## config.mk

```make
export PLATFORM = sky130hd
export DESIGN_NAME = sar_adc_control
export DESIGN_NICKNAME = d
export VERILOG_FILES = /design/src/sar_adc_pkg.sv /design/src/conv_if.sv /design/src/conv_sequencer.sv /design/src/sar_adc_control.sv
export SDC_FILE = /design/constraint.sdc
export NUM_CORES = 1
export LEC_CHECK = 0
export ABC_AREA = 1
export BUFFER_PORTS_ARGS = -buffer_cell sky130_fd_sc_hd__buf_2
export CORE_MARGIN = 8
export CORE_UTILIZATION = 30
export CTS_CLUSTER_SIZE = 8
export DETAILED_ROUTE_END_ITERATION = 7
export PLACE_DENSITY = 0.46
export SYNTH_ARGS = -nofsm -noshare
export SYNTH_HDL_FRONTEND = slang
export SYNTH_SLANG_ARGS = --single-unit
```

## constraint.sdc

```tcl
create_clock -name clock -period 2.8 [get_ports clock]
set_input_delay 0.56 -clock clock [delete_from_list [all_inputs] [get_ports clock]]
set_output_delay 0.56 -clock clock [all_outputs]
set_load 0.01 [all_outputs]
```

## src/sar_adc_pkg.sv

```systemverilog
// constants, types and helper functions for the converter control block
// assumes one 200 MHz system clock and an 8-bit special-function register port
// Function
// - converter clock is system clock divided by 32, 16, 8 or 4 by select
// - writing one to the start bit converts; hardware clears it on finish
// - software may write zero to the start bit to clear it
// - end of conversion sets the done flag and, when enabled, requests interrupt
// - done flag clears on written zero or start; other flag bits unaffected
// - one conversion takes 50 converter clocks: sample-hold plus two per bit
// - result bits 11 to 4 fill the whole high result register
// - low result register holds bits 3 to 0 in its upper nibble
// - four-bit input select routes inputs, bandgap, quarter supply; 1010 reserved
// - two-bit reference select: supply, 2.5 V, 3 V or 4 V
// - selecting the bandgap input switches the bandgap generator on automatically, except in stop
// - force bit keeps bandgap on always, also idle, but off in stop
package sar_adc_pkg;

   // ----------------------------------------------------------------
   // register addresses
   // ----------------------------------------------------------------
   localparam logic [7:0] ADDR_OPTIONS   = 8'h94;
   localparam logic [7:0] ADDR_IRQ_FLAGS = 8'h95;
   localparam logic [7:0] ADDR_RES_LOW   = 8'hAA;
   localparam logic [7:0] ADDR_RES_HIGH  = 8'hAB;
   localparam logic [7:0] ADDR_INPUT_MUX = 8'hAE;
   localparam logic [7:0] ADDR_MISC      = 8'hF8;

   // ----------------------------------------------------------------
   // field positions, masks and reset values
   // ----------------------------------------------------------------
   localparam int unsigned DIV_SEL_LSB   = 2;
   localparam int unsigned DONE_FLAG_BIT = 4;
   localparam int unsigned START_BIT     = 4;
   localparam int unsigned INPUT_SEL_LSB = 4;
   localparam int unsigned REF_SEL_LSB   = 2;
   localparam int unsigned BG_FORCE_BIT  = 1;

   localparam logic [7:0] OPTIONS_MASK  = 8'hBF;
   localparam logic [7:0] MISC_MASK     = 8'hEF;
   localparam logic [7:0] OPTIONS_RST   = 8'h00;
   localparam logic [7:0] MISC_RST      = 8'h00;
   localparam logic [3:0] INPUT_SEL_RST = 4'hF;
   localparam logic [1:0] REF_SEL_RST   = 2'h0;
   localparam logic       BG_FORCE_RST  = 1'b0;
   localparam logic [11:0] RESULT_RST   = 12'h000;

   // ----------------------------------------------------------------
   // input and reference codes
   // ----------------------------------------------------------------
   localparam logic [3:0] SEL_RESERVED      = 4'hA;
   localparam logic [3:0] SEL_BANDGAP       = 4'hB;
   localparam logic [3:0] SEL_QUARTER_SUPPLY = 4'hF;
   localparam logic [1:0] REF_SUPPLY        = 2'h0;
   localparam logic [1:0] REF_2V5           = 2'h1;
   localparam logic [1:0] REF_3V            = 2'h2;
   localparam logic [1:0] REF_4V            = 2'h3;

   // ----------------------------------------------------------------
   // timing
   // ----------------------------------------------------------------
   localparam int unsigned SYS_CLK_HZ      = 200_000_000;
   localparam int unsigned MAX_CONV_CLK_HZ = 1_000_000;
   localparam int unsigned RESULT_BITS     = 12;
   localparam logic [5:0]  CONV_TICKS      = 6'h32;
   localparam logic [5:0]  SAMPLE_TICKS    = CONV_TICKS - 6'(2 * RESULT_BITS);
   localparam logic [3:0]  MSB_POS         = 4'(RESULT_BITS - 1);

   typedef enum logic [1:0] {SEQ_IDLE, SEQ_SAMPLE, SEQ_RESOLVE} seq_state_t;

   // last count of the converter clock divider for each select code
   function automatic logic [4:0] div_last(input logic [1:0] sel);
      case (sel)
         2'h0:    div_last = 5'h1F;
         2'h1:    div_last = 5'h0F;
         2'h2:    div_last = 5'h07;
         default: div_last = 5'h03;
      endcase
   endfunction

endpackage

```

## src/conv_if.sv

```systemverilog
// carrier between the register block and the conversion sequencer
// assumes both ends sit on the same system clock
`timescale 1ns/1ps
interface conv_if;
   logic        run;
   logic        start;
   logic [1:0]  divSel;
   logic        cmp;
   logic        busy;
   logic        sampling;
   logic        done;
   logic [11:0] result;
   logic [11:0] dac;

   modport ctrl (output run, start, divSel, cmp, input busy, sampling, done, result, dac);
   modport seq  (input run, start, divSel, cmp, output busy, sampling, done, result, dac);
endinterface

```

## src/conv_sequencer.sv

```systemverilog
// converter clock divider and successive-approximation sequencer
// assumes start is a one-cycle pulse and cmp is already synchronised
`timescale 1ns/1ps
module conv_sequencer
   import sar_adc_pkg::*;
(
   input  wire logic clock,
   input  wire logic nrst,
   conv_if.seq       c
);
   seq_state_t  state_q;
   logic [4:0]  divCnt_q;
   logic [5:0]  tickIdx_q;
   logic [11:0] code_q;
   logic [11:0] result_q;
   logic        done_q;
   logic        sampling_q;
   logic        tick;
   logic [5:0]  phase;
   logic [3:0]  bitPos;
   logic        lastTick;

   assign tick     = (state_q != SEQ_IDLE) && (divCnt_q == div_last(c.divSel));
   assign phase    = tickIdx_q - SAMPLE_TICKS;
   assign bitPos   = MSB_POS - {1'b0, phase[3:1]} - {phase[4], 3'h0};
   assign lastTick = tick && (tickIdx_q == CONV_TICKS - 6'h01) && c.run;

   // ----------------------------------------------------------------
   // converter clock divider
   // ----------------------------------------------------------------
   always_ff @(posedge clock or negedge nrst) begin
      if (!nrst) begin
         divCnt_q <= 5'h00;
      end else if (c.start || state_q == SEQ_IDLE || tick) begin
         divCnt_q <= 5'h00;
      end else begin
         divCnt_q <= divCnt_q + 5'h01;
      end
   end

   // ----------------------------------------------------------------
   // conversion sequence
   // ----------------------------------------------------------------
   always_ff @(posedge clock or negedge nrst) begin
      if (!nrst) begin
         state_q    <= SEQ_IDLE;
         tickIdx_q  <= 6'h00;
         sampling_q <= 1'b0;
      end else if (c.start) begin
         state_q    <= SEQ_SAMPLE;
         tickIdx_q  <= 6'h00;
         sampling_q <= 1'b1;
      end else if (!c.run) begin
         state_q    <= SEQ_IDLE;
         sampling_q <= 1'b0;
      end else if (tick) begin
         tickIdx_q <= tickIdx_q + 6'h01;
         case (state_q)
            SEQ_SAMPLE: begin
               if (tickIdx_q == SAMPLE_TICKS - 6'h01) begin
                  state_q    <= SEQ_RESOLVE;
                  sampling_q <= 1'b0;
               end
            end
            SEQ_RESOLVE: begin
               if (lastTick) begin
                  state_q <= SEQ_IDLE;
               end
            end
            default: state_q <= SEQ_IDLE;
         endcase
      end
   end

   // ----------------------------------------------------------------
   // approximation register: trial on even phase, decide on odd
   // ----------------------------------------------------------------
   always_ff @(posedge clock or negedge nrst) begin
      if (!nrst) begin
         code_q <= RESULT_RST;
      end else if (c.start) begin
         code_q <= RESULT_RST;
      end else if (tick && state_q == SEQ_RESOLVE && c.run) begin
         if (!phase[0]) begin
            code_q[bitPos] <= 1'b1;
         end else if (!c.cmp) begin
            code_q[bitPos] <= 1'b0;
         end
      end
   end

   always_ff @(posedge clock or negedge nrst) begin
      if (!nrst) begin
         done_q   <= 1'b0;
         result_q <= RESULT_RST;
      end else begin
         done_q <= lastTick && !c.start;
         if (lastTick) begin
            result_q <= {code_q[11:1], c.cmp};
         end
      end
   end

   assign c.busy     = (state_q != SEQ_IDLE);
   assign c.sampling = sampling_q;
   assign c.done     = done_q;
   assign c.result   = result_q;
   assign c.dac      = code_q;

   // ----------------------------------------------------------------
   // checks
   // ----------------------------------------------------------------
   logic [4:0] gapCnt_q;
   logic [5:0] tickCnt_q;

   always_ff @(posedge clock or negedge nrst) begin
      if (!nrst) begin
         gapCnt_q  <= 5'h00;
         tickCnt_q <= 6'h00;
      end else begin
         gapCnt_q  <= (c.start || tick) ? 5'h00 : gapCnt_q + 5'h01;
         tickCnt_q <= c.start ? 6'h00 : (tick ? tickCnt_q + 6'h01 : tickCnt_q);
      end
   end
endmodule // conv_sequencer

```

## src/sar_adc_control.sv

```systemverilog
// register side of the converter control: special-function registers,
// start/done handshake, input, reference and bandgap control
// assumes a single-cycle register port on the system clock and an
// asynchronous comparator pin from the analog converter
`timescale 1ns/1ps
module sar_adc_control
   import sar_adc_pkg::*;
(
   input  wire logic        clock,
   input  wire logic        nrst,
   input  wire logic [7:0]  sfrAddr,
   input  wire logic        sfrWrite,
   input  wire logic        sfrRead,
   input  wire logic [7:0]  sfrWData,
   output logic      [7:0]  sfrRData,
   input  wire logic        adcIntEnable,
   input  wire logic        stopMode,
   input  wire logic        cmpIn,
   output logic      [3:0]  inputSelect,
   output logic      [1:0]  referenceSelect,
   output logic             bandgapEn,
   output logic             sampleHold,
   output logic      [11:0] dacCode,
   output logic             adcIrq
);
   import sar_adc_pkg::*;

   conv_if conv ();

   logic [7:0]  options_q;
   logic [7:0]  misc_q;
   logic        convStartBit_q;
   logic        startPulse_q;
   logic        convDoneFlag_q;
   logic [7:0]  resultHighByte_q;
   logic [3:0]  resultLowNibble_q;
   logic [3:0]  inputSel_q;
   logic [1:0]  refSel_q;
   logic        bandgapForceOn_q;
   logic        bandgapEn_q;
   logic        irq_q;
   logic [7:0]  rdata_q;
   logic        cmpMeta_q;
   logic        cmpSync_q;
   logic        wrOptions;
   logic        wrFlags;
   logic        wrMux;
   logic        wrMisc;
   logic        startWrite;
   logic        startNow;
   logic        stopWrite;

   assign wrOptions  = sfrWrite && sfrAddr == ADDR_OPTIONS;
   assign wrFlags    = sfrWrite && sfrAddr == ADDR_IRQ_FLAGS;
   assign wrMux      = sfrWrite && sfrAddr == ADDR_INPUT_MUX;
   assign wrMisc     = sfrWrite && sfrAddr == ADDR_MISC;
   assign startWrite = wrMisc && sfrWData[START_BIT];
   assign startNow   = startWrite && !convStartBit_q;
   assign stopWrite  = wrMisc && !sfrWData[START_BIT];

   // ----------------------------------------------------------------
   // comparator pin synchroniser
   // ----------------------------------------------------------------
   always_ff @(posedge clock or negedge nrst) begin
      if (!nrst) begin
         cmpMeta_q <= 1'b0;
         cmpSync_q <= 1'b0;
      end else begin
         cmpMeta_q <= cmpIn;
         cmpSync_q <= cmpMeta_q;
      end
   end

   // ----------------------------------------------------------------
   // plain read/write registers
   // ----------------------------------------------------------------
   always_ff @(posedge clock or negedge nrst) begin
      if (!nrst) begin
         options_q <= OPTIONS_RST;
      end else if (wrOptions) begin
         options_q <= sfrWData & OPTIONS_MASK;
      end
   end

   always_ff @(posedge clock or negedge nrst) begin
      if (!nrst) begin
         misc_q <= MISC_RST;
      end else if (wrMisc) begin
         misc_q <= sfrWData & MISC_MASK;
      end
   end

   always_ff @(posedge clock or negedge nrst) begin
      if (!nrst) begin
         inputSel_q       <= INPUT_SEL_RST;
         refSel_q         <= REF_SEL_RST;
         bandgapForceOn_q <= BG_FORCE_RST;
      end else if (wrMux) begin
         inputSel_q       <= sfrWData[INPUT_SEL_LSB +: 4];
         refSel_q         <= sfrWData[REF_SEL_LSB +: 2];
         bandgapForceOn_q <= sfrWData[BG_FORCE_BIT];
      end
   end

   // ----------------------------------------------------------------
   // start bit: software sets or clears, hardware clears at the end
   // ----------------------------------------------------------------
   always_ff @(posedge clock or negedge nrst) begin
      if (!nrst) begin
         convStartBit_q <= 1'b0;
         startPulse_q   <= 1'b0;
      end else begin
         startPulse_q <= startNow;
         if (startNow) begin
            convStartBit_q <= 1'b1;
         end else if (stopWrite) begin
            convStartBit_q <= 1'b0;
         end else if (conv.done) begin
            convStartBit_q <= 1'b0;
         end
      end
   end

   // ----------------------------------------------------------------
   // done flag: hardware set wins over any clear in the same cycle
   // ----------------------------------------------------------------
   always_ff @(posedge clock or negedge nrst) begin
      if (!nrst) begin
         convDoneFlag_q <= 1'b0;
      end else if (conv.done) begin
         convDoneFlag_q <= 1'b1;
      end else if ((wrFlags && !sfrWData[DONE_FLAG_BIT]) || startWrite) begin
         convDoneFlag_q <= 1'b0;
      end
   end

   always_ff @(posedge clock or negedge nrst) begin
      if (!nrst) begin
         irq_q <= 1'b0;
      end else begin
         irq_q <= convDoneFlag_q && adcIntEnable;
      end
   end

   // ----------------------------------------------------------------
   // result registers, loaded only at the end of a conversion
   // ----------------------------------------------------------------
   always_ff @(posedge clock or negedge nrst) begin
      if (!nrst) begin
         resultHighByte_q  <= RESULT_RST[11:4];
         resultLowNibble_q <= RESULT_RST[3:0];
      end else if (conv.done) begin
         resultHighByte_q  <= conv.result[11:4];
         resultLowNibble_q <= conv.result[3:0];
      end
   end

   // ----------------------------------------------------------------
   // bandgap enable: automatic on select, or forced, never in stop
   // ----------------------------------------------------------------
   always_ff @(posedge clock or negedge nrst) begin
      if (!nrst) begin
         bandgapEn_q <= 1'b0;
      end else begin
         bandgapEn_q <= !stopMode && (bandgapForceOn_q || inputSel_q == SEL_BANDGAP);
      end
   end

   // ----------------------------------------------------------------
   // read port
   // ----------------------------------------------------------------
   always_ff @(posedge clock or negedge nrst) begin
      if (!nrst) begin
         rdata_q <= 8'h00;
      end else if (sfrRead) begin
         case (sfrAddr)
            ADDR_OPTIONS:   rdata_q <= options_q;
            ADDR_IRQ_FLAGS: rdata_q <= {3'h0, convDoneFlag_q, 4'h0};
            ADDR_RES_LOW:   rdata_q <= {resultLowNibble_q, 4'h0};
            ADDR_RES_HIGH:  rdata_q <= resultHighByte_q;
            ADDR_INPUT_MUX: rdata_q <= {inputSel_q, refSel_q, bandgapForceOn_q, 1'b0};
            ADDR_MISC:      rdata_q <= {misc_q[7:5], convStartBit_q, misc_q[3:0]};
            default:        rdata_q <= 8'h00;
         endcase
      end
   end

   // ----------------------------------------------------------------
   // sequencer and outputs
   // ----------------------------------------------------------------
   assign conv.run    = convStartBit_q;
   assign conv.start  = startPulse_q;
   assign conv.divSel = options_q[DIV_SEL_LSB +: 2];
   assign conv.cmp    = cmpSync_q;

   conv_sequencer u_seq (
      .clock (clock),
      .nrst  (nrst),
      .c     (conv.seq)
   );

   assign sfrRData        = rdata_q;
   assign inputSelect     = inputSel_q;
   assign referenceSelect = refSel_q;
   assign bandgapEn       = bandgapEn_q;
   assign sampleHold      = conv.sampling;
   assign dacCode         = conv.dac;
   assign adcIrq          = irq_q;
endmodule // sar_adc_control

```

* After elaboration in Yosys (flattened, before gate mapping)
Cells that the tools add are included.
** Operators by class
- Add/sub/neg operators :: 5
- $lt $le $gt $ge :: 2
- Equality and inequality tests :: 20
- Muxes and demuxes :: 28
- Bitwise logic cells :: 3
- Reductions and logical operators :: 37
** Operator list (count)
- $eq 8x8->1 const B :: 6
- $mux 12 :: 4
- $pmux 8 s6 :: 1
- $mux 6 :: 3
- $logic_and 1x1->1 :: 17
- $pmux 5 s3 :: 1
- $and 12x12->12 :: 1
- $not 12->12 :: 1
- $or 12x12->12 :: 1
- $mux 1 :: 11
- $mux 2 :: 5
- $reduce_bool 2->1 :: 5
- $ne 3x1->1 const B :: 3
- $ne 4x3->1 const B :: 2
- $add 6x1->6 const B :: 1
- $eq 6x5->1 const B :: 1
- $eq 6x6->1 const B :: 1
- $reduce_and 3->1 :: 2
- $add 5x1->5 const B :: 1
- $eq 5x5->1 :: 1
- $lt 4x5->1 const B :: 1
- $mux 5 :: 1
- $sub 5x5->5 const B :: 1
- $demux 1 s4 :: 1
- 13 further kinds :: 23
** Storage, ports and cells
- Register bits after elaboration :: 87
- Bits of input ports :: 23
- Output and inout bits :: 29
- Word-level logic and storage cells :: 117

* Logic depth before layout (Yosys ltp)
- Word-level depth :: 13
- Depth in mapped cells :: 14

* Cells and area by module
Synthesis repeated with hierarchy kept, for this count alone.
** Second synthesis, totals
- Cell total of the unflattened synthesis :: 568
- Area total of the unflattened synthesis :: 4664.5 um2
** Modules (own cells, without submodules)
- conv_sequencer :: times used 1, cells an instance 304, area each 2398.6 um2, sequential area each 975.9 um2
- sar_adc_control :: times used 1, cells an instance 264, area each 2265.9 um2, sequential area each 1206.2 um2

* Worst setup path after synthesis
No wires, ideal clock.
- Path kind :: reg-to-reg
- Start point :: register u_seq.tickIdx_q[2]
- End point :: register u_seq.code_q[10], in the netlist u_seq.c.dac[10]
- Setup time :: 117 ps
- Arrival :: 2113 ps
- Data required time :: 2683 ps
- Path slack :: 570 ps
- Cell stages (with the launch flop) :: 11
- Cell sequence :: dfrtp_1 inv_1 ha_1 inv_1 ha_1 xnor2_1 clkinv_1 nor2_1 nand3_1 nand3_1 nand2_1
** Between the ends
- Word-level cells in the longest chain between the ends :: 13
- Elaborated cells on any way between the ends :: 15
- Classes of those cells :: add/sub (3); order compare (2); mux (6); bitwise (3); reduce/logical (1)
** Ends and longest elaborated chain
- from (decl) :: line conv_sequencer.sv:13 : logic [5:0] tickIdx_q;
- from (signal assigned) :: line conv_sequencer.sv:57 : tickIdx_q <= tickIdx_q + 6'h01;
- $sub 5x5->5 (*) :: line conv_sequencer.sv:24 : assign phase = tickIdx_q - SAMPLE_TICKS;
- $sub 4x3->4 :: line conv_sequencer.sv:25 : assign bitPos = MSB_POS - {1'b0, phase[3:1]} - {phase[4], 3'h0};
- $sub 4x4->4 (*) :: line conv_sequencer.sv:25
- $lt 4x5->1 (not written as such) or $ge 4x1->1 (tied branches) :: line conv_sequencer.sv:85, conv_sequencer.sv:87
- $logic_and 1x1->1 (not written as such) :: line conv_sequencer.sv:85, conv_sequencer.sv:87
- $mux 1 (not written as such) :: line conv_sequencer.sv:85, conv_sequencer.sv:87
- $demux 1 s4 (*)
- $not 12->12 (no line)
- $and 12x12->12 (no line)
- $mux 12 :: line conv_sequencer.sv:86 : end else if (!c.cmp) begin
- $mux 12 (*) :: line conv_sequencer.sv:84 : if (!phase[0]) begin
- $mux 12 (*) :: line conv_sequencer.sv:83 : end else if (tick && state_q == SEQ_RESOLVE && c.run) begin
- $mux 12 (*) :: line conv_sequencer.sv:81 : end else if (c.start) begin
- to (signal assigned) :: line conv_sequencer.sv:82 : code_q <= RESULT_RST;
- to (signal, indexed assignment) :: line conv_sequencer.sv:85 : code_q[bitPos] <= 1'b1;
- to (signal, indexed assignment) :: line conv_sequencer.sv:87 : code_q[bitPos] <= 1'b0;
- to (decl) :: line conv_sequencer.sv:14 : logic [11:0] code_q;
Mark *: on every way between the ends. The rest lies on a longest branch, timed or not. The select of a mux whose other input is x is not followed.
A chain may end at the register's enable or synchronous reset.

* Final worst setup path
Same ends and word-level chain as after synthesis.

==> out/qor.csv <==
metric,value,unit
status,"finished, final reports clean",
ant diodes,0,
GR peak layer,met2,
"Data required, critical path",3.04,ns
total global-route track usage,0.129,
setup_tns,0,ns
Tcrit/Tclk final,0.921,
Setup crit end kind,flip-flop,
"most common cell after layout, fill and taps aside",nand2_1,
die height,137,µm
Routed wire per std cell,13.9,µm
sequential area share after synthesis,0.495,
Post-Synth Adder-Cell Area,0.0284,
first-pass GRT wire length,19000,µm
Clock Power Share,0.481,
sequential share of power,0.475,
Comb pwr share,0.044,
Clock transition at path regs,0.06,ns
HP Class,in -> async,
placed wire-length estimate,8450,µm
hold_ws,0.229,ns
type of element launching the critical path,flip-flop,
largest family of logic cells by synthesized area,simple AND/OR/NAND/NOR gates,
"commonest cells after routing, fill and taps aside","nand2_1, dfrtp_1, inv_1",
Fin. Hold Viols,0,
crit path launch,u_seq.tickIdx_q[2],
simple-gate share of the synthesized area,0.306,
Post-CTS Hold Fix Bufs,0,
met2 usage,0.204,
Sw Ratio,0.221,
clk_skew,0.00769,ns
post-synthesis compound-gate area fraction,0.0699,
Detailed Route Iter0 Violations,210,
Nets,655,
Worst VDD drop,0.307,mV
Pint,2130,µW
CTS tree,built,
number of setup buffers added after CTS,0,
clock latency on the worst-skew pair,0.35,ns
switching power,605,µW
# DRC,0,
crit path DAT,2.81,ns
H-tree Lvls,3,
CTS max path bufs,2,
Post-Synth XOR/XNOR Area,0.0159,
row count,44,
R2R Path Start,u_seq.tickIdx_q[2],
# setup viols final,0,
RSZ-0062 raised after global routing,false,
M1 GR Usage,0.162,
met3 usage,0.0275,
static leakage,0.00286,µW
vias in the first global route,3814,
worst slew pin tran,0.729,ns
layout cell share with drive strength beyond 1,0.152,
syn_area_per_cell,7.80,µm²
Post-DRT Antenna Nets,0,
global route total overflow,0,
TritonCTS Buffers,9,
Boundary Pins,52,
DR vias,3747,
maximum fanout along the worst path,17,
f_max,388,MHz
clk root buf,clkbuf_16,
Die Wd,137,µm
max_cap viols,0,
CTS Sinks,87,
largest net degree at the start of global routing,49,
I/O Buffers,51,
Core ar.,14400,µm²
post-synthesis mux area share,0.00227,
Syn. warnings,0,
Detailed Routing Iterations Pass 1,5,
Synthesized Nets,598,
Post-Syn Area,4400,µm²
Area Overhead vs Synth,18.5,%
Initial Util,0.305,
Register-to-Register Path Depth,12,
Power Density,524,nW/µm²
CP Class,reg -> reg,
GPL Wtd Cong,0.803,
DIE AREA,18800,µm²
relative slew slack,0.511,
WL final,11300,µm
Cell variety after synth,31,
post_cts resized,0,
post-synthesis instance total,565,
synthesized flop and latch total,87,
Vias/cell,4.62,
fin crit period,2.58,ns
"Slew Viols, Final",0,
initial antenna violation count,0,
## per-layer routing
layer  routed length (µm)  vias up
li1                     -     1920
met1                 5360     1737
met2                 5080       71
met3                  560       19
met4                  303        0
met5                    0        -
## cells by family (layout without fill, tap and decap cells)
logic type	Yosys count	in the layout
AND/OR/NAND/NOR	310	310
buffers and inverters	91	153
flip-flops	87	87
AO/OA/AOI/OAI	58	58
adder cells (fa/ha/maj)	10	10
XOR/XNOR	8	8
multiplexers	1	1
## layout make-up
class | count | area [µm²]
Multi-Input combinational cell | 387 | 1860
Sequential cell | 87 | 2180
Fill cell | 1541 | 9210
Inverter | 76 | 285
Clock inverter | 5 | 82.6
Clock buffer | 11 | 243
Timing Repair Buffer | 61 | 333
Tap cell | 184 | 230
## power groups by stage
stage	Clock, µW	Combinational [µW]	Sequential (µW)
finish	1310	120	1300
floorplan	0	46.1	1320
detailed placement	0	123	1320
CTS	1360	124	1300
global placement	0	121	1320
global route	1410	140	1300
## worst paths after layout
path | end | slack [ns]
worst max register to register | u_seq.c.dac[10] | 0.22
worst max-delay path | u_seq.c.dac[10] | 0.22
min in group clock | cmpMeta_q | 0.32
worst min-delay path | misc_q[7] | 0.23
max in group asynchronous | inputSelect[2] | 1.86
worst min register to register | cmpSync_q | 0.35
## worst max-delay path, cell delays in order, from the launching register on
cell	delay [ns]
dfrtp_1	0.46
inv_1	0.17
ha_1	0.37
inv_1	0.06
ha_1	0.20
o21ai_0	0.26
nand2_1	0.11
nand2_2	0.12
nand2_2	0.19
nor2_1	0.27
nand3_1	0.11
nand3_1	0.10
nand2_1	0.05
## Yosys cell counts
master    instances  area, µm²
mux2i_1           1       10.0
o211ai_1          1       7.51
a22oi_1           1       7.51
nand2_1         184        691
clkbuf_1          8       30.0
nand4_1          18        113
inv_2             2       7.51
ha_1             10        125
nor2_1           29        109
buf_6             1       11.3
inv_1            73        274
xor2_1            6       52.6
clkinv_1          1       3.75
buf_4             2       15.0
o22ai_1           1       6.26
nor2_2            4       25.0
o21ai_4           1       16.3
dfrtp_1          83       2080
nor2_4            1       11.3
nand2_2           2       12.5
a21oi_1           2       10.0
nor3_2            2       20.0
o21ai_0          52        260
buf_1             1       3.75
xnor2_1           2       17.5
dfstp_2           4        105
nand3_1          62        310
buf_2             3       15.0
nor3_1            5       25.0
nand3_2           1       10.0
nand2_4           2       22.5
## metrics by stage
| stage | instances | setup slack, ns | total power (µW) | utilization | cell area [µm²] |
|---|---|---|---|---|---|
| after floorplan | 565 | 0.570 | 1370 | - | 4400 |
| after global placement | 795 | 0.382 | 1440 | 0.339 | 4890 |
| after detailed placement | 795 | 0.275 | 1450 | 0.339 | 4890 |
| after CTS | 811 | 0.254 | 2780 | 0.362 | 5220 |
| after global routing | 811 | 0.00477 | 2850 | 0.362 | 5220 |
| final | 811 | 0.222 | 2730 | 0.362 | 5220 |
## flip-flops by register name, indices dropped and copies added (netlist names), 2 cells and up
register / count
options_q: 7
u_seq.divCnt_q: 5
u_seq.state_q: 2
resultHighByte_q: 8
misc_q: 7
referenceSelect: 2
u_seq.c.dac: 12
inputSelect: 4
sfrRData: 8
u_seq.tickIdx_q: 6
u_seq.c.result: 12
resultLowNibble_q: 4
Power figures use the tool's default switching activity.
